File: config.mk
export PLATFORM = sky130hd
export DESIGN_NAME = pso_device_flat
export DESIGN_NICKNAME = d
export VERILOG_FILES = /design/src/hdl/pso_pkg.sv /design/src/hdl/pso_if.sv /design/src/hdl/pso_device.sv /design/src/flat_wrapper.sv
export SDC_FILE = /design/constraint.sdc
export NUM_CORES = 1
export LEC_CHECK = 0
export BUFFER_PORTS_ARGS = -buffer_cell sky130_fd_sc_hd__buf_2
export CORE_UTILIZATION = 44
export CTS_CLUSTER_DIAMETER = 100
export DETAILED_ROUTE_END_ITERATION = 7
export GPL_ROUTABILITY_DRIVEN = 0
export HOLD_SLACK_MARGIN = 0.02
export PLACE_DENSITY = 0.77
export SETUP_SLACK_MARGIN = 0.1
export SYNTH_ARGS = -nofsm -noshare
export SYNTH_HDL_FRONTEND = slang
export SYNTH_SLANG_ARGS = --single-unit
export TNS_END_PERCENT = 30
File: constraint.sdc
create_clock -name clk_in -period 2.05 [get_ports clk_in]
set_clock_uncertainty 0.15 [all_clocks]
set_input_delay 0.205 -clock clk_in [delete_from_list [all_inputs] [get_ports clk_in]]
set_output_delay 0.205 -clock clk_in [all_outputs]
set_load 0.01 [all_outputs]
File: src/hdl/pso_pkg.sv
// Shared constants and types for the power state output control block
package pso_pkg;

	// ------------------------------------------------------------
	// Clock and timing
	// ------------------------------------------------------------
	localparam int CLK_MHZ = 40;
	localparam int T_RD_NS = 10000;
	localparam int RD_CYC = (T_RD_NS * CLK_MHZ + 999) / 1000;
	localparam int SCK_HALF_CYC = 8;

	// ------------------------------------------------------------
	// Configuration frame layout
	// ------------------------------------------------------------
	localparam int FRAME_BITS = 8;
	localparam int CFG_STBY = 0;
	localparam int CFG_COMM = 1;
	localparam int CFG_VREF = 2;
	localparam int CFG_TRK1 = 3;
	localparam int CFG_TRK2 = 4;
	localparam int CFG_WDG = 5;
	localparam int CFG_ERRMON = 6;
	localparam int CFG_WAKE = 7;
	localparam logic [7:0] CFG_RESET = 8'h7F;

	// ------------------------------------------------------------
	// Pin synchroniser layout
	// ------------------------------------------------------------
	localparam int SY_SCK = 0;
	localparam int SY_CSN = 1;
	localparam int SY_MOSI = 2;
	localparam int SY_SUPOK = 3;
	localparam int SY_STU = 4;
	localparam int SY_VINLO = 5;
	localparam int SY_CORE = 6;
	localparam int SY_W = 7;
	localparam logic [6:0] SY_RESET = 7'h02;

	typedef enum logic [1:0] {
		PSO_POWERDOWN,
		PSO_INIT,
		PSO_NORMAL,
		PSO_STANDBY
	} pso_state_e;

	typedef enum logic [2:0] {
		PSO_H_IDLE,
		PSO_H_LOW,
		PSO_H_HIGH,
		PSO_H_TAIL,
		PSO_H_GAP
	} pso_host_e;

endpackage
File: src/hdl/pso_if.sv
// Link between the supply device and the microcontroller
`timescale 1ns/1ps
interface pso_if;
	logic sck;
	logic cs_n;
	logic mosi;
	logic mcu_reset_n;
	logic [1:0] safe_state_outputs;

	modport dev (
		input sck,
		input cs_n,
		input mosi,
		output mcu_reset_n,
		output safe_state_outputs
	);

	modport mcu (
		output sck,
		output cs_n,
		output mosi,
		input mcu_reset_n,
		input safe_state_outputs
	);
endinterface

File: src/hdl/pso_device.sv
// Supply device end: power state register and output decode
`timescale 1ns/1ps
module pso_device #(
	parameter int RD_CYCLES = pso_pkg::RD_CYC
) (
	input wire logic clk_in,
	input wire logic resetn_in,
	pso_if.dev link,
	input wire logic supply_ok_in,
	input wire logic step_up_select_pin_in,
	input wire logic vin_low_in,
	input wire logic core_supply_select_pin_in,
	input wire logic go_normal_in,
	input wire logic go_standby_in,
	input wire logic wake_in,
	output logic [1:0] state_out,
	output logic pre_regulator_en_out,
	output logic step_up_en_out,
	output logic mcu_regulator_en_out,
	output logic standby_regulator_en_out,
	output logic comm_regulator_en_out,
	output logic core_supply_adjust_out,
	output logic voltage_reference_en_out,
	output logic [1:0] tracker_enables_out,
	output logic wake_timer_en_out,
	output logic watchdog_en_out,
	output logic error_monitor_en_out
);

	// ------------------------------------------------------------
	// Pin synchronisers
	// ------------------------------------------------------------
	logic [pso_pkg::SY_W-1:0] pins;
	logic [pso_pkg::SY_W-1:0] s1_q;
	logic [pso_pkg::SY_W-1:0] s2_q;
	logic [pso_pkg::SY_W-1:0] s3_q;
	logic [pso_pkg::SY_W-1:0] f_q;
	logic [pso_pkg::SY_W-1:0] f_d;

	assign pins = {core_supply_select_pin_in, vin_low_in, step_up_select_pin_in,
		supply_ok_in, link.mosi, link.cs_n, link.sck};

	// A change counts only once the second and third stage agree
	always_comb begin
		for (int i = 0; i < pso_pkg::SY_W; i++) begin
			f_d[i] = (s2_q[i] == s3_q[i]) ? s3_q[i] : f_q[i];
		end
	end

	always_ff @(posedge clk_in or negedge resetn_in) begin
		if (!resetn_in) begin
			s1_q <= pso_pkg::SY_RESET;
			s2_q <= pso_pkg::SY_RESET;
			s3_q <= pso_pkg::SY_RESET;
			f_q <= pso_pkg::SY_RESET;
		end else begin
			s1_q <= pins;
			s2_q <= s1_q;
			s3_q <= s2_q;
			f_q <= f_d;
		end
	end

	// ------------------------------------------------------------
	// Serial configuration receiver
	// ------------------------------------------------------------
	pso_pkg::pso_state_e st_q;
	pso_pkg::pso_state_e st_d;
	logic sck_p_q;
	logic csn_p_q;
	logic [7:0] sh_q;
	logic [7:0] sh_d;
	logic [3:0] cnt_q;
	logic [3:0] cnt_d;
	logic [7:0] cfg_q;
	logic [7:0] cfg_d;
	logic cfg_open;

	// Commands are only heard while the controller is powered
	assign cfg_open = (st_q == pso_pkg::PSO_INIT) || (st_q == pso_pkg::PSO_NORMAL);

	always_comb begin
		sh_d = sh_q;
		cnt_d = cnt_q;
		cfg_d = cfg_q;
		if (f_q[pso_pkg::SY_CSN]) begin
			cnt_d = 4'h0;
		end else if (f_q[pso_pkg::SY_SCK] && !sck_p_q && cnt_q != 4'hF) begin
			sh_d = {sh_q[6:0], f_q[pso_pkg::SY_MOSI]};
			cnt_d = cnt_q + 4'h1;
		end
		// Frame commits on chip select release, only if whole
		if (f_q[pso_pkg::SY_CSN] && !csn_p_q && cfg_open
				&& cnt_q == 4'(pso_pkg::FRAME_BITS)) begin
			cfg_d = sh_q;
		end
		if (st_q == pso_pkg::PSO_POWERDOWN) begin
			cfg_d = pso_pkg::CFG_RESET;
		end
	end

	always_ff @(posedge clk_in or negedge resetn_in) begin
		if (!resetn_in) begin
			sck_p_q <= 1'b0;
			csn_p_q <= 1'b1;
			sh_q <= 8'h00;
			cnt_q <= 4'h0;
			cfg_q <= pso_pkg::CFG_RESET;
		end else begin
			sck_p_q <= f_q[pso_pkg::SY_SCK];
			csn_p_q <= f_q[pso_pkg::SY_CSN];
			sh_q <= sh_d;
			cnt_q <= cnt_d;
			cfg_q <= cfg_d;
		end
	end

	// ------------------------------------------------------------
	// Power state and reset delay
	// ------------------------------------------------------------
	logic [15:0] rd_q;
	logic [15:0] rd_d;
	logic rel_q;
	logic rel_d;
	logic core_q;
	logic core_d;
	logic sup_ok;

	assign sup_ok = f_q[pso_pkg::SY_SUPOK];

	always_comb begin
		st_d = st_q;
		rd_d = rd_q;
		rel_d = rel_q;
		core_d = core_q;
		case (st_q)
			pso_pkg::PSO_POWERDOWN: begin
				st_d = pso_pkg::PSO_INIT;
				rd_d = 16'h0000;
				rel_d = 1'b0;
			end
			pso_pkg::PSO_INIT: begin
				// Pin is latched only until reset is released
				if (!rel_q) begin
					core_d = f_q[pso_pkg::SY_CORE];
				end
				// A supply dip restarts the whole delay
				if (!sup_ok) begin
					rd_d = 16'h0000;
					rel_d = 1'b0;
				end else if (!rel_q) begin
					if (rd_q == 16'(RD_CYCLES - 1)) begin
						rel_d = 1'b1;
					end else begin
						rd_d = rd_q + 16'h0001;
					end
				end
				if (go_normal_in && rel_q) begin
					st_d = pso_pkg::PSO_NORMAL;
				end
			end
			pso_pkg::PSO_NORMAL: begin
				if (go_standby_in) begin
					st_d = pso_pkg::PSO_STANDBY;
				end
			end
			pso_pkg::PSO_STANDBY: begin
				if (wake_in) begin
					st_d = pso_pkg::PSO_INIT;
					rd_d = 16'h0000;
					rel_d = 1'b0;
				end
			end
			default: begin
				st_d = pso_pkg::PSO_POWERDOWN;
			end
		endcase
	end

	always_ff @(posedge clk_in or negedge resetn_in) begin
		if (!resetn_in) begin
			st_q <= pso_pkg::PSO_POWERDOWN;
			rd_q <= 16'h0000;
			rel_q <= 1'b0;
			core_q <= 1'b0;
		end else begin
			st_q <= st_d;
			rd_q <= rd_d;
			rel_q <= rel_d;
			core_q <= core_d;
		end
	end

	// ------------------------------------------------------------
	// Output decode
	// ------------------------------------------------------------
	// Decoded straight from state so a state change moves every enable in one cycle
	always_comb begin
		state_out = st_q;
		pre_regulator_en_out = 1'b0;
		mcu_regulator_en_out = 1'b0;
		comm_regulator_en_out = 1'b0;
		core_supply_adjust_out = 1'b0;
		voltage_reference_en_out = 1'b0;
		tracker_enables_out = 2'b00;
		wake_timer_en_out = 1'b0;
		watchdog_en_out = 1'b0;
		error_monitor_en_out = 1'b0;
		link.mcu_reset_n = 1'b0;
		link.safe_state_outputs = 2'b00;
		standby_regulator_en_out = 1'b0;
		case (st_q)
			pso_pkg::PSO_INIT,
			pso_pkg::PSO_NORMAL: begin
				pre_regulator_en_out = 1'b1;
				mcu_regulator_en_out = 1'b1;
				standby_regulator_en_out = cfg_q[pso_pkg::CFG_STBY];
				comm_regulator_en_out = cfg_q[pso_pkg::CFG_COMM];
				voltage_reference_en_out = cfg_q[pso_pkg::CFG_VREF];
				tracker_enables_out = {cfg_q[pso_pkg::CFG_TRK2],
					cfg_q[pso_pkg::CFG_TRK1]};
				core_supply_adjust_out = core_q;
				wake_timer_en_out = 1'b0;
				watchdog_en_out = cfg_q[pso_pkg::CFG_WDG];
				error_monitor_en_out = cfg_q[pso_pkg::CFG_ERRMON];
				if (st_q == pso_pkg::PSO_NORMAL) begin
					link.mcu_reset_n = 1'b1;
					link.safe_state_outputs = 2'b11;
				end else begin
					link.mcu_reset_n = rel_q;
					link.safe_state_outputs = 2'b00;
				end
			end
			pso_pkg::PSO_STANDBY: begin
				standby_regulator_en_out = cfg_q[pso_pkg::CFG_STBY];
				wake_timer_en_out = cfg_q[pso_pkg::CFG_WAKE];
				// Everything else stays at its off default
				link.mcu_reset_n = 1'b0;
				link.safe_state_outputs = 2'b00;
			end
			default: begin
				standby_regulator_en_out = 1'b0;
			end
		endcase
		// Step-up only when strapped in and input is low
		step_up_en_out = pre_regulator_en_out && f_q[pso_pkg::SY_STU]
			&& f_q[pso_pkg::SY_VINLO];
	end

endmodule

File: src/flat_wrapper.sv
// flat-port wrapper written by rule: the top's interface ports become plain ports
module pso_device_flat 
#(
	parameter int RD_CYCLES = pso_pkg::RD_CYC
)
  (clk_in, resetn_in, supply_ok_in, step_up_select_pin_in, vin_low_in, core_supply_select_pin_in, go_normal_in, go_standby_in, wake_in, state_out, pre_regulator_en_out, step_up_en_out, mcu_regulator_en_out, standby_regulator_en_out, comm_regulator_en_out, core_supply_adjust_out, voltage_reference_en_out, tracker_enables_out, wake_timer_en_out, watchdog_en_out, error_monitor_en_out, link_sck, link_cs_n, link_mosi, link_mcu_reset_n, link_safe_state_outputs);
  pso_if link_i ();
  input wire logic clk_in;
  input wire logic resetn_in;
  input wire logic supply_ok_in;
  input wire logic step_up_select_pin_in;
  input wire logic vin_low_in;
  input wire logic core_supply_select_pin_in;
  input wire logic go_normal_in;
  input wire logic go_standby_in;
  input wire logic wake_in;
  output logic [1:0] state_out;
  output logic pre_regulator_en_out;
  output logic step_up_en_out;
  output logic mcu_regulator_en_out;
  output logic standby_regulator_en_out;
  output logic comm_regulator_en_out;
  output logic core_supply_adjust_out;
  output logic voltage_reference_en_out;
  output logic [1:0] tracker_enables_out;
  output logic wake_timer_en_out;
  output logic watchdog_en_out;
  output logic error_monitor_en_out;
  input wire logic [$bits(link_i.sck)-1:0] link_sck;
  input wire logic [$bits(link_i.cs_n)-1:0] link_cs_n;
  input wire logic [$bits(link_i.mosi)-1:0] link_mosi;
  output wire logic [$bits(link_i.mcu_reset_n)-1:0] link_mcu_reset_n;
  output wire logic [$bits(link_i.safe_state_outputs)-1:0] link_safe_state_outputs;
  assign link_i.sck = link_sck;
  assign link_i.cs_n = link_cs_n;
  assign link_i.mosi = link_mosi;
  assign link_mcu_reset_n = link_i.mcu_reset_n;
  assign link_safe_state_outputs = link_i.safe_state_outputs;
  pso_device #(.RD_CYCLES(RD_CYCLES)) u_core (.clk_in(clk_in), .resetn_in(resetn_in), .link(link_i), .supply_ok_in(supply_ok_in), .step_up_select_pin_in(step_up_select_pin_in), .vin_low_in(vin_low_in), .core_supply_select_pin_in(core_supply_select_pin_in), .go_normal_in(go_normal_in), .go_standby_in(go_standby_in), .wake_in(wake_in), .state_out(state_out), .pre_regulator_en_out(pre_regulator_en_out), .step_up_en_out(step_up_en_out), .mcu_regulator_en_out(mcu_regulator_en_out), .standby_regulator_en_out(standby_regulator_en_out), .comm_regulator_en_out(comm_regulator_en_out), .core_supply_adjust_out(core_supply_adjust_out), .voltage_reference_en_out(voltage_reference_en_out), .tracker_enables_out(tracker_enables_out), .wake_timer_en_out(wake_timer_en_out), .watchdog_en_out(watchdog_en_out), .error_monitor_en_out(error_monitor_en_out));
endmodule
; ---- Word-level counts from Yosys, hierarchy flattened
; Cells that the tools add are included.
; Widths: inputs -> output; s select.
[classes]
n_addsub = 2
n_eq_ne = 18
mux = 31
bitwise = 2
reduce_logical = 22
[ops]
columns = op, count
row1 = $mux 16, 4
row2 = $pmux 16 s3, 1
row3 = $add 16x1->16 const B, 1
row4 = $eq 16x9->1 const B, 1
row5 = $mux 8, 2
row6 = $mux 1, 14
row7 = $mux 2, 6
row8 = $logic_and 1x1->1, 8
row9 = $mux 4, 2
row10 = $pmux 2 s4, 1
row11 = $eq 1x1->1, 7
row12 = $ne 2x2->1 const B, 3
row13 = $ne 3x3->1 const B, 2
row14 = $reduce_and 2->1, 3
row15 = $add 4x1->4 const B, 1
row16 = $eq 2x2->1 const B, 2
row17 = $eq 4x4->1 const B, 1
row18 = $ne 4x4->1 const B, 1
row19 = $reduce_and 4->1, 1
row20 = $reduce_bool 2->1, 2
row21 = $pmux 1 s3, 1
row22 = $reduce_and 3->1, 1
row23 = $reduce_bool 3->1, 1
row24 = $reduce_or 3->1, 1
row25 = 6 further kinds, 8
[word_totals]
reg_bits = 70
in_bits = 12
output_inout_bits = 17
wordCells = 94

; ---- Longest topological paths before layout
; Gate-level depths: netlist of run 1.
[depth]
depth_word = 6
ltp_mapped = 9
depth_no_buf = 7

; ---- Least setup slack after synthesis of run 1
; No wires, ideal clock.
[synth_path]
path_kind = flip-flop to flip-flop
start = register u_core.st_q[1], in the netlist u_core.state_out[1]
end = register u_core.rd_q[11]
setup_ns = 0.125
arrival_time_ns = 1.839
required_time_ns = 1.775
slack_ns = -0.063
stages_incl_launch_ff = 10
n_path_buf = 2
period_less_slack_ns = 2.113
path_cell_list = dfrtp_1 inv_1 ha_1 and2_4 or3_1 buf_2 a21boi_2 buf_6 o21ai_1 o21ai_1
[synth_between]
elab_chain_len = 3
word_cells_on_any_way = 9
cone_classes = eq/ne: 5 / mux: 1 / reduce/logical: 3
[synth_rtl]
columns = element, line_no
row1 = from (decl), pso_device.sv:67  ; pso_pkg::pso_state_e st_q;
row2 = from (signal assigned), pso_device.sv:182  ; st_q <= pso_pkg::PSO_POWERDOWN;
row3 = from (signal assigned), pso_device.sv:187  ; st_q <= st_d;
row4 = $eq 2x1->1 (tied with other cells), pso_device.sv:136  ; case (st_q)
row5 = $ne 3x3->1 (no source line) (tied with other cells), --
row6 = $reduce_and 4->1 (no source line), --
row7 = to (signal assigned), pso_device.sv:188  ; rd_q <= rd_d;
row8 = to (decl), pso_device.sv:121  ; logic [15:0] rd_q;
; Several ways; a longest one is shown, not always the timed one.
; A chain may end at the register's enable or synchronous reset.

; ---- Worst setup path in the final report of run 1
[layout_path]
start = register u_core.st_q[1], in the netlist u_core.state_out[1]
end = register u_core.rd_q[13]
; The elaborated chain is that of the path after synthesis.

==> results of run 1 <==
-- through the flow --
step | utilization | hold WS [ns] | power [mW]
after floorplan | - | -0.241 | 1.78
after global placement | 0.513 | 0.104 | 1.86
after detailed placement | 0.513 | 0.103 | 1.88
after CTS | 0.558 | 0.155 | 2.96
after global routing | 0.583 | 0.176 | 3.08
final | 0.583 | 0.185 | 2.93
-- layout make-up --
| cell class | instances | area [um^2] |
|---|---|---|
| fill | 501 | 2680 |
| sequential | 70 | 1770 |
| multi-input combinational | 161 | 1180 |
| timing repair buffer | 61 | 449 |
| clock buffer | 12 | 165 |
| tap | 77 | 96.3 |
| inverter | 14 | 57.6 |
| clock inverter | 4 | 28.8 |
-- cell usage in the layout, fill, tap and decap left out, types with 3 or more instances in the layout --
| master | synthesis | final |
|---|---|---|
| mux2_2 | 9 | 9 |
| ha_4 | 0 | 3 |
| ha_1 | 9 | 5 |
| inv_1 | 14 | 12 |
| dfstp_2 | 12 | 12 |
| o31ai_1 | 4 | 4 |
| o21ai_1 | 12 | 10 |
| nand2_1 | 14 | 14 |
| and2_1 | 10 | 10 |
| a31oi_1 | 4 | 4 |
| dfrtp_1 | 58 | 56 |
| nand4_1 | 10 | 10 |
| a21oi_1 | 5 | 4 |
| o21ai_2 | 0 | 3 |
| maj3_1 | 7 | 7 |
| a211o_1 | 7 | 7 |
| dlygate4sd3_1 | 0 | 8 |
| nor2_1 | 22 | 22 |
| nand3_1 | 10 | 9 |
| buf_2 | 1 | 28 |
| clkbuf_8 | 0 | 12 |
| o21ai_0 | 5 | 4 |
| buf_4 | 2 | 21 |
-- cell families after synthesis --
| kind of cell | after synthesis |
|---|---|
| AND/OR/NAND/NOR | 88 |
| flip-flops | 70 |
| AO/OA/AOI/OAI | 43 |
| buffers and inverters | 24 |
| adder cells (fa/ha/maj) | 16 |
| multiplexers | 11 |
| XOR/XNOR | 3 |
-- worst min path at each step --
stage | depth (start not counted) | endpoint | from | slack [ns]
after detailed placement | 2 | u_core.sh_q[4]$_DFFE_PN0P_ | resetn_in | 0.10
final | 5 | u_core.state_out[1]$_DFFE_PN0P_ | go_normal_in | 0.19
after global routing | 4 | u_core.state_out[0]$_DFFE_PN0P_ | go_normal_in | 0.18
after global placement | 2 | u_core.sh_q[6]$_DFFE_PN0P_ | resetn_in | 0.10
after floorplan | 0 | u_core.cfg_q[7]$_DFFE_PN0P_ | resetn_in | -0.24
after CTS | 4 | u_core.state_out[0]$_DFFE_PN0P_ | go_normal_in | 0.16
-- synthesized netlist by cell type, types with 7 or more instances --
cell type and n:
nand3_1 10, ha_1 9, o21ai_1 12, and2_1 10
nand2_1 14, maj3_1 7, dfstp_2 12, dfrtp_1 58
nand4_1 10, inv_1 14, a211o_1 7, nor2_1 22
mux2_2 9
-- flip-flops by register name, summed over array words and instances (netlist names) --
name / count
u_core.rd_q: 16
u_core.cfg_q: 8
u_core.s1_q: 7
u_core.f_q: 7
u_core.core_q: 1
u_core.s3_q: 7
u_core.rel_q: 1
u_core.cnt_q: 4
u_core.s2_q: 7
u_core.csn_p_q: 1
u_core.sck_p_q: 1
u_core.sh_q: 8
u_core.state_out: 2
-- metal layers --
| layer | wire length (um) | global-route usage | share of wire | vias up |
|---|---|---|---|---|
| li1 | - | - | - | 1021 |
| met2 | 2760 | 0.257 | 0.46 | 68 |
| met3 | 334 | 0.0663 | 0.056 | 19 |
| met1 | 2700 | 0.234 | 0.45 | 1046 |
| met5 | 0 | 0 | 0 | - |
| met4 | 176 | 0.0925 | 0.030 | 0 |
-- what timing repair did --
item / CTS / global route
buffers inserted: 1 / 10
gates resized for setup: 2 / 14
endpoints found under the setup margin: 11 / 18
hold endpoints to repair: 77 / 0
pin swaps: 0 / 8
cloned: 0 / 1
hold buffers: 8 / 0
-- power breakdown --
group	leakage, nW	switching (mW)	internal (mW)
Combinational	0.819	0.133	0.144
Clock	0.0950	0.518	0.540
Sequential	0.853	0.0862	1.51
-- worst register-to-register path: stages, from the launching register on --
cell      delay [ns]
dfrtp_2         0.46
inv_4           0.08
ha_4            0.17
and2_4          0.13
or3_4           0.37
a21boi_4        0.15
buf_6           0.14
o21ai_1         0.12
o21ai_1         0.09
==> out/qor.yml, run 1 <==
outcome:
  outcome: "complete, but fails checks"
  violations: "DRC"
route:
  vias: 2154
  drc_errors: 4
  wire_per_inst_um: 14.9
  vias_per_cell: 5.40
  first_iter_violations: 119
  drt-total-wl_um: 5970
  drt_pass1_iterations: 6
  antenna_left: 0
synth:
  netlist_instances: 255
  synthFlopType: "dfrtp_1"
  synth-seq-cells: 70
  netlist-cell-type-count: 44
  ys_warn_count: 0
  syn-cell-area_mm2: 0.00297
  synthArstFlopShare: 1.00
  yosysTopAreaCellShare: 0.489
  synth_xor_area_frac: 0.00886
  yosysSeqAreaShare: 0.596
  yosysTopAreaCell: "dfrtp_1"
  synth_fa_ha_area_frac: 0.0616
  syn-num-nets: 276
  synth_top_family_by_area: "simple AND/OR/NAND/NOR gates"
  synthTopCellsByArea: "dfrtp_1, dfstp_2, ha_1"
  synth-compound-area-share: 0.0936
  synth-edff-count: 0
  synthMuxAreaShare: 0.0409
  postSynthAreaPerCell_um2: 11.6
  yosys.area_share.simple: 0.161
die:
  start_util: 0.462
  die_y_um: 84.1
  fp-row-count: 29
  die-area_mm2: 0.00707
  core-area_mm2: 0.00642
  io_pins: 29
  die_w_um: 84.1
sta:
  finalHoldViolCount: 0
  fin_ws_ns: 0.0909
  tightestPinTransition_ns: 0.455
  fmax_mhz: 510
  finalCritPeriodShare: 0.956
  grt_setup_unrepaired: "yes"
  period_needed_ns: 1.96
  setup_viol: 0
  drv_slew: 0
  setup-tns-final_ns: 0
  relSlewSlack: 0.697
final_layout:
  finalNetCount: 338
  area_growth_pct: 26.2
  drive_gt1_frac: 0.348
  stdcell_count: 399
  diodes: 0
  design_area_mm2: 0.00374
setup_path:
  cp_num_buf_inv: 2
  critPathKind: "register to register"
  crit_family: "simple AND/OR/NAND/NOR gates"
  worstPathCellList: "inv_4 -> ha_4 -> and2_4 -> or3_4 -> a21boi_4 -> buf_6 -> o21ai_1 -> o21ai_1"
  critPathLaunchType: "register"
  critPathRequiredTime_ns: 2.13
  worstReg2RegEnd: "u_core.rd_q[13]$_DFFE_PN0P_"
  crit_start: "u_core.state_out[1]$_DFFE_PN0P_"
  rr_worst_depth: 8
  crit_path_end: "u_core.rd_q[13]$_DFFE_PN0P_"
  r2r_slack_ns: 0.09
  reg2reg_from: "u_core.state_out[1]$_DFFE_PN0P_"
  critPathMaxFanout: 7
  crit_top_cell: "o21ai_1"
  slowest_stage: "dfrtp_2"
  end_kind: "register"
  worst_path_largest_cell_delay_ns: 0.46
  cp.depth: 8
  arrival_ns: 2.04
global_routing:
  grt_pass1_vias: 2019
  grt_max_degree: 71
  grt_usage: 0.178
  antenna_found_initial: 0
  gr-total-overflow: 0
  grt_pass1_wl_um: 9570
placement:
  placed_area_mm2: 0.00329
  dp_hpwl_um: 3710
  place.port_buffers: 28
  pre_cts_ws_ns: 0.108
  dpl.cell_count: 363
clocking:
  cts_tree: "built"
  cts_made_buffers: 9
  htree_levels: 3
  clk_path_buf_depth: 2
  clk_pin_slew_ns: 0.07
  cts_sinks: 70
  worstSkewPairLatency_ns: 0.35
  ctsRootBufferMaster: "clkbuf_8"
flow_run:
  max_cap_viol_count: 0
min_path:
  min_path_type: "input port to register"
pwr:
  power_density_mw_per_mm2: 784
  p_leak_nw: 1.77
  vdd_drop_max_v: 0.000587
No activity file was read; power rests on OpenSTA's default activity.
==> inputs of run 2 (changes only) <==
Settings changed: GPL_TIMING_DRIVEN from default to 0.
==> run 2 against run 1 <==
The flow still finishes with violations (DRC). Non-clock buffer count shrank 3. First-iteration DRC count grew 6.7%. Largest power group unchanged. Setup slack lost 0.086 ns. Flip-flop and latch count is the same.
==> out/qor.yml, run 2 (synthesis gave the netlist of run 1 again) <==
final_layout:
  largest_register_ff_count: 16
  utilization: 0.590
  diodes: 0
  area_growth_pct: 27.7
  top_register: "u_core.rd_q"
  final_cell_mix: "dfrtp_1, buf_2, nor2_1"
  drive_gt1_frac: 0.367
  stdcell_count: 396
  finalNetCount: 335
  top_regs: "u_core.rd_q x16, u_core.cfg_q x8, u_core.sh_q x8"
  final_common_cell: "dfrtp_1"
placement:
  pre_cts_ws_ns: -0.0883
  dpl.cell_count: 360
  place.port_buffers: 28
  dp_hpwl_um: 3530
setup_path:
  slowest_stage: "dfrtp_2"
  worstPathCellList: "buf_6 -> ha_4 -> and2_4 -> or3_4 -> buf_6 -> a21boi_4 -> buf_6 -> o21ai_2 -> o21ai_1"
  worst_path_largest_cell_delay_ns: 0.44
  critPathRequiredTime_ns: 2.13
  crit_top_cell: "buf_6"
  critPathMaxFanout: 5
  critPathKind: "register to register"
  arrival_ns: 2.13
  critPathLaunchType: "register"
  end_kind: "register"
pwr:
  vdd_drop_max_v: 0.000557
  p_leak_nw: 1.75
  power_density_mw_per_mm2: 835
sta:
  tightestPinTransition_ns: 0.866
  fmax_mhz: 489
  grt_setup_unrepaired: "yes"
  drv_slew: 0
  fin_ws_ns: 0.00504
  finalCritPeriodShare: 0.998
  period_needed_ns: 2.04
  finalHoldViolCount: 0
  setup_viol: 0
  relSlewSlack: 0.423
  setup-tns-final_ns: 0
die:
  core-area_mm2: 0.00642
  start_util: 0.462
  die_w_um: 84.1
  io_pins: 29
  die_y_um: 84.1
  die-area_mm2: 0.00707
  fp-row-count: 29
global_routing:
  grt_pass1_vias: 2076
  antenna_found_initial: 0
  gr-total-overflow: 0
  grt_pass1_wl_um: 9690
  grt_usage: 0.179
  grt_max_degree: 71
min_path:
  min_path_type: "input port to register"
route:
  drt-total-wl_um: 6110
  wire_per_inst_um: 15.4
  vias: 2129
  vias_per_cell: 5.38
  drt_pass1_iterations: 6
  first_iter_violations: 127
  antenna_left: 0
  drc_errors: 4
clocking:
  clk_pin_slew_ns: 0.08
  cts_sinks: 70
  worstSkewPairLatency_ns: 0.34
  clk_path_buf_depth: 2
  cts_made_buffers: 9
  cts_tree: "built"
  ctsRootBufferMaster: "clkbuf_8"
  htree_levels: 3
outcome:
  outcome: "complete, but fails checks"
  violations: "DRC"
flow_run:
  max_cap_viol_count: 0
==> run 2: path summary, 6_finish.rpt <==
path / from / endpoint / slack (ns) / cells past startpoint
hold / removal: go_normal_in / u_core.state_out[0]$_DFFE_PN0P_ / 0.18 / 4
hold reg to reg: u_core.s1_q[2]$_DFF_PN0_ / u_core.s2_q[2]$_DFF_PN0_ / 0.20 / 0
setup reg to reg: u_core.state_out[0]$_DFFE_PN0P_ / u_core.rd_q[15]$_DFFE_PN0P_ / 0.005 / 9
max in group asynchronous: resetn_in / u_core.rd_q[0]$_DFFE_PN0P_ / 0.77 / 2
setup / recovery: u_core.state_out[0]$_DFFE_PN0P_ / u_core.rd_q[15]$_DFFE_PN0P_ / 0.005 / 9
min in group asynchronous: resetn_in / u_core.s3_q[2]$_DFF_PN0_ / 0.37 / 2
==> run 2: final cells by class <==
cell class	instances	area (um^2)
clock buffers	9	124
flip-flops and latches	70	1770
multi-input cells	161	1220
inverters	14	57.6
well taps	77	96.3
clock inverters	7	103
plain buffers	9	90.1
repair buffers	49	328
fillers	524	2640
==> run 2: worst max-delay path: cells and delay by family (launching register included) <==
| family | cells | cell delay (ns) |
|---|---|---|
| AND/OR/NAND/NOR | 2 | 0.47 |
| buffers and inverters | 3 | 0.41 |
| adder cells (fa/ha/maj) | 1 | 0.15 |
| AO/OA/AOI/OAI | 3 | 0.32 |
| flip-flops | 1 | 0.44 |
==> run 2: where the power goes <==
part           internal [mW]  switching (mW)  total, mW
logic                  0.152           0.142      0.294
registers               1.51          0.0901       1.60
clock network          0.700           0.565       1.26
==> run 2: metal layers <==
metal  track usage  vias to the layer above  routed length, um
li1              -                     1015                  -
met5             0                        -                  0
met3        0.0593                       14                290
met4        0.0768                        0                130
met1         0.227                     1046               2720
met2         0.283                       54               2970
==> run 2: per-stage QoR <==
| step | cell area [um^2] | hold WS (ns) | power [mW] |
|---|---|---|---|
| final | 3790 | 0.182 | 3.16 |
| after global routing | 3790 | 0.199 | 3.30 |
| after CTS | 3700 | 0.157 | 3.18 |
| after detailed placement | 3260 | 0.162 | 1.88 |
| after global placement | 3260 | 0.161 | 1.86 |
| after floorplan | 3020 | -0.241 | 1.78 |
==> run 2: what timing repair did <==
| action | in CTS | in global routing |
|---|---|---|
| resized for setup | 18 | 14 |
| hold buffers | 8 | 0 |
| buffers inserted | 6 | 6 |
| pin swaps | 7 | 3 |
| cloned | 1 | 0 |
| endpoints found under the hold margin | 65 | 0 |
| endpoints found under the setup margin | 40 | 38 |
==> inputs of run 3 (changes only) <==
--- a/config.mk
+++ b/config.mk
@@ -11,5 +11,4 @@
 export DETAILED_ROUTE_END_ITERATION = 7
 export GPL_ROUTABILITY_DRIVEN = 0
-export GPL_TIMING_DRIVEN = 0
 export HOLD_SLACK_MARGIN = 0.02
 export PLACE_DENSITY = 0.77
==> constraint.sdc (replaced) <==
create_clock -name clk_in -period 2.05 [get_ports clk_in]
set_clock_uncertainty 0.15 [all_clocks]
set_input_delay 0.1025 -clock clk_in [delete_from_list [all_inputs] [get_ports clk_in]]
set_output_delay 0.1025 -clock clk_in [all_outputs]
set_load 0.01 [all_outputs]
==> run 3 against run 2 <==
The flow still finishes with violations (DRC). Sequential share of layout area grew 0.45 points. Fmax grew 5.0%. Via count shrank 0.42%. Highest routed layer unchanged.
==> out/qor.yml, run 3 (synthesis gave the netlist of run 1 again) <==
route:
  drt_pass1_iterations: 7
  drt-total-wl_um: 6030
  wire_per_inst_um: 15.2
  drc_errors: 4
  vias_per_cell: 5.34
  antenna_left: 0
  first_iter_violations: 150
  vias: 2120
clocking:
  clk_pin_slew_ns: 0.07
  ctsRootBufferMaster: "clkbuf_8"
  clk_path_buf_depth: 2
  cts_made_buffers: 9
  worstSkewPairLatency_ns: 0.35
  htree_levels: 3
  cts_sinks: 70
  cts_tree: "built"
die:
  start_util: 0.462
  die_w_um: 84.1
  die-area_mm2: 0.00707
  die_y_um: 84.1
  core-area_mm2: 0.00642
  io_pins: 29
  fp-row-count: 29
global_routing:
  grtUsageMet2: 0.265
  use_met3: 0.0653
  grt_pass1_vias: 2011
  gr-usage-met1: 0.235
  antenna_found_initial: 0
  grt_max_degree: 71
  gr-total-overflow: 0
  grt_pass1_wl_um: 9630
  grt.busiest_layer: "met2"
  grt_usage: 0.180
setup_path:
  critPathLaunchType: "register"
  arrival_ns: 2.03
  worst_path_largest_cell_delay_ns: 0.41
  slowest_stage: "dfrtp_1"
  critPathMaxFanout: 6
  worstPathCellList: "ha_1 -> and3_1 -> nand4_2 -> buf_4 -> nand2_1 -> o41ai_1"
  end_kind: "register"
  critPathKind: "register to register"
  critPathRequiredTime_ns: 2.13
pwr:
  internal_power_mw: 2.20
  netSwitchingPower_mw: 0.745
  seqPwrFrac: 0.543
  switching_share: 0.253
  p_clk_frac: 0.361
  p_leak_nw: 1.76
  vdd_drop_max_v: 0.000587
  power_density_mw_per_mm2: 785
  pwr-share-comb: 0.096
sta:
  setup-tns-final_ns: 0
  grt_setup_unrepaired: "yes"
  fmax_mhz: 513
  setup_viol: 0
  finalCritPeriodShare: 0.950
  finalHoldViolCount: 0
  hold_ws_ns: 0.0710
  period_needed_ns: 1.95
  relSlewSlack: 0.681
  tightestPinTransition_ns: 0.478
  drv_slew: 0
final_layout:
  multi_input_area_mm2: 0.00119
  top_register: "u_core.rd_q"
  final_common_cell: "dfrtp_1"
  largest_register_ff_count: 16
  area_growth_pct: 26.4
  fillers: 502
  top_regs: "u_core.rd_q x16, u_core.cfg_q x8, u_core.sh_q x8"
  seqCellArea_mm2: 0.00177
  drive_gt1_frac: 0.347
  final_cell_mix: "dfrtp_1, buf_2, nor2_1"
  finalNetCount: 336
  diodes: 0
outcome:
  outcome: "complete, but fails checks"
  violations: "DRC"
flow_run:
  max_cap_viol_count: 0
placement:
  dp_hpwl_um: 3710
  place.port_buffers: 28
min_path:
  min_path_type: "input port to register"
==> run 3: cell types whose count changed in the layout (fill, tap and decap cells not counted), sizes merged <==
| cell | previous run | this run |
|---|---|---|
| inv | 17 | 15 |
| clkinvlp | 1 | 2 |
| buf | 46 | 50 |
| bufinv | 2 | 0 |
==> run 3: repair_timing <==
action | in CTS | in global routing
cloned | 0 | 1
endpoints found under the setup margin | 2 | 14
resized for setup | 2 | 14
endpoints found under the hold margin | 77 | 0
setup buffers | 3 | 6
hold buffers | 8 | 0
pin swaps | 1 | 3
==> run 3: worst paths after layout <==
path	depth (start not counted)	from	slack [ns]	end
setup / recovery	6	u_core.rd_q[0]$_DFFE_PN0P_	0.10	u_core.rd_q[3]$_DFFE_PN0P_
hold / removal	4	go_normal_in	0.07	u_core.state_out[0]$_DFFE_PN0P_
setup reg to reg	6	u_core.rd_q[0]$_DFFE_PN0P_	0.10	u_core.rd_q[3]$_DFFE_PN0P_
hold reg to reg	0	u_core.s1_q[6]$_DFF_PN0_	0.20	u_core.s2_q[6]$_DFF_PN0_
max in group asynchronous	3	resetn_in	1.26	u_core.s1_q[1]$_DFF_PN1_
min in group asynchronous	3	resetn_in	0.15	u_core.sh_q[4]$_DFFE_PN0P_
==> run 3: critical path, delay by kind of cell (launching register included) <==
kind | cells | cell delay [ns]
AO/OA/AOI/OAI | 1 | 0.35
adder cells (fa/ha/maj) | 1 | 0.22
buffers and inverters | 1 | 0.17
flip-flops | 1 | 0.41
AND/OR/NAND/NOR | 3 | 0.52
==> run 3: power groups by stage <==
stage | registers (mW) | clock network [mW] | logic, mW
6_report | 1.60 | 1.06 | 0.282
4_1_cts | 1.60 | 1.09 | 0.273
3_3_place_gp | 1.62 | 0 | 0.243
5_1_grt | 1.62 | 1.15 | 0.319
2_1_floorplan | 1.60 | 0 | 0.185
3_5_place_dp | 1.62 | 0 | 0.257
==> run 3: cell type report <==
| cell class | count | share of cell area |
|---|---|---|
| Timing Repair Buffer | 59 | 0.118 |
| Clock buffer | 12 | 0.0441 |
| Clock inverter | 4 | 0.00768 |
| Sequential cell | 70 | 0.472 |
| Multi-Input combinational cell | 161 | 0.318 |
| Tap cell | 77 | 0.0257 |
| Inverter | 14 | 0.0147 |
==> run 3: metrics by stage <==
| step | setup WS, ns | cell area [um^2] | utilization | std cells | total power, mW |
|---|---|---|---|---|---|
| after detailed placement | 0.108 | 3290 | 0.513 | 363 | 1.88 |
| after CTS | 0.101 | 3610 | 0.562 | 390 | 2.96 |
| after global routing | 0.0309 | 3750 | 0.584 | 397 | 3.08 |
| after global placement | 0.157 | 3290 | 0.513 | 363 | 1.86 |
| after floorplan | 0.0627 | 3020 | - | 255 | 1.78 |
| final | 0.102 | 3750 | 0.584 | 397 | 2.94 |
==> run 3: layer usage <==
metal	wire length (um)	up-vias
met3	310	15
met1	2730	1024
met4	140	0
li1	-	1011
met5	0	-
met2	2850	70
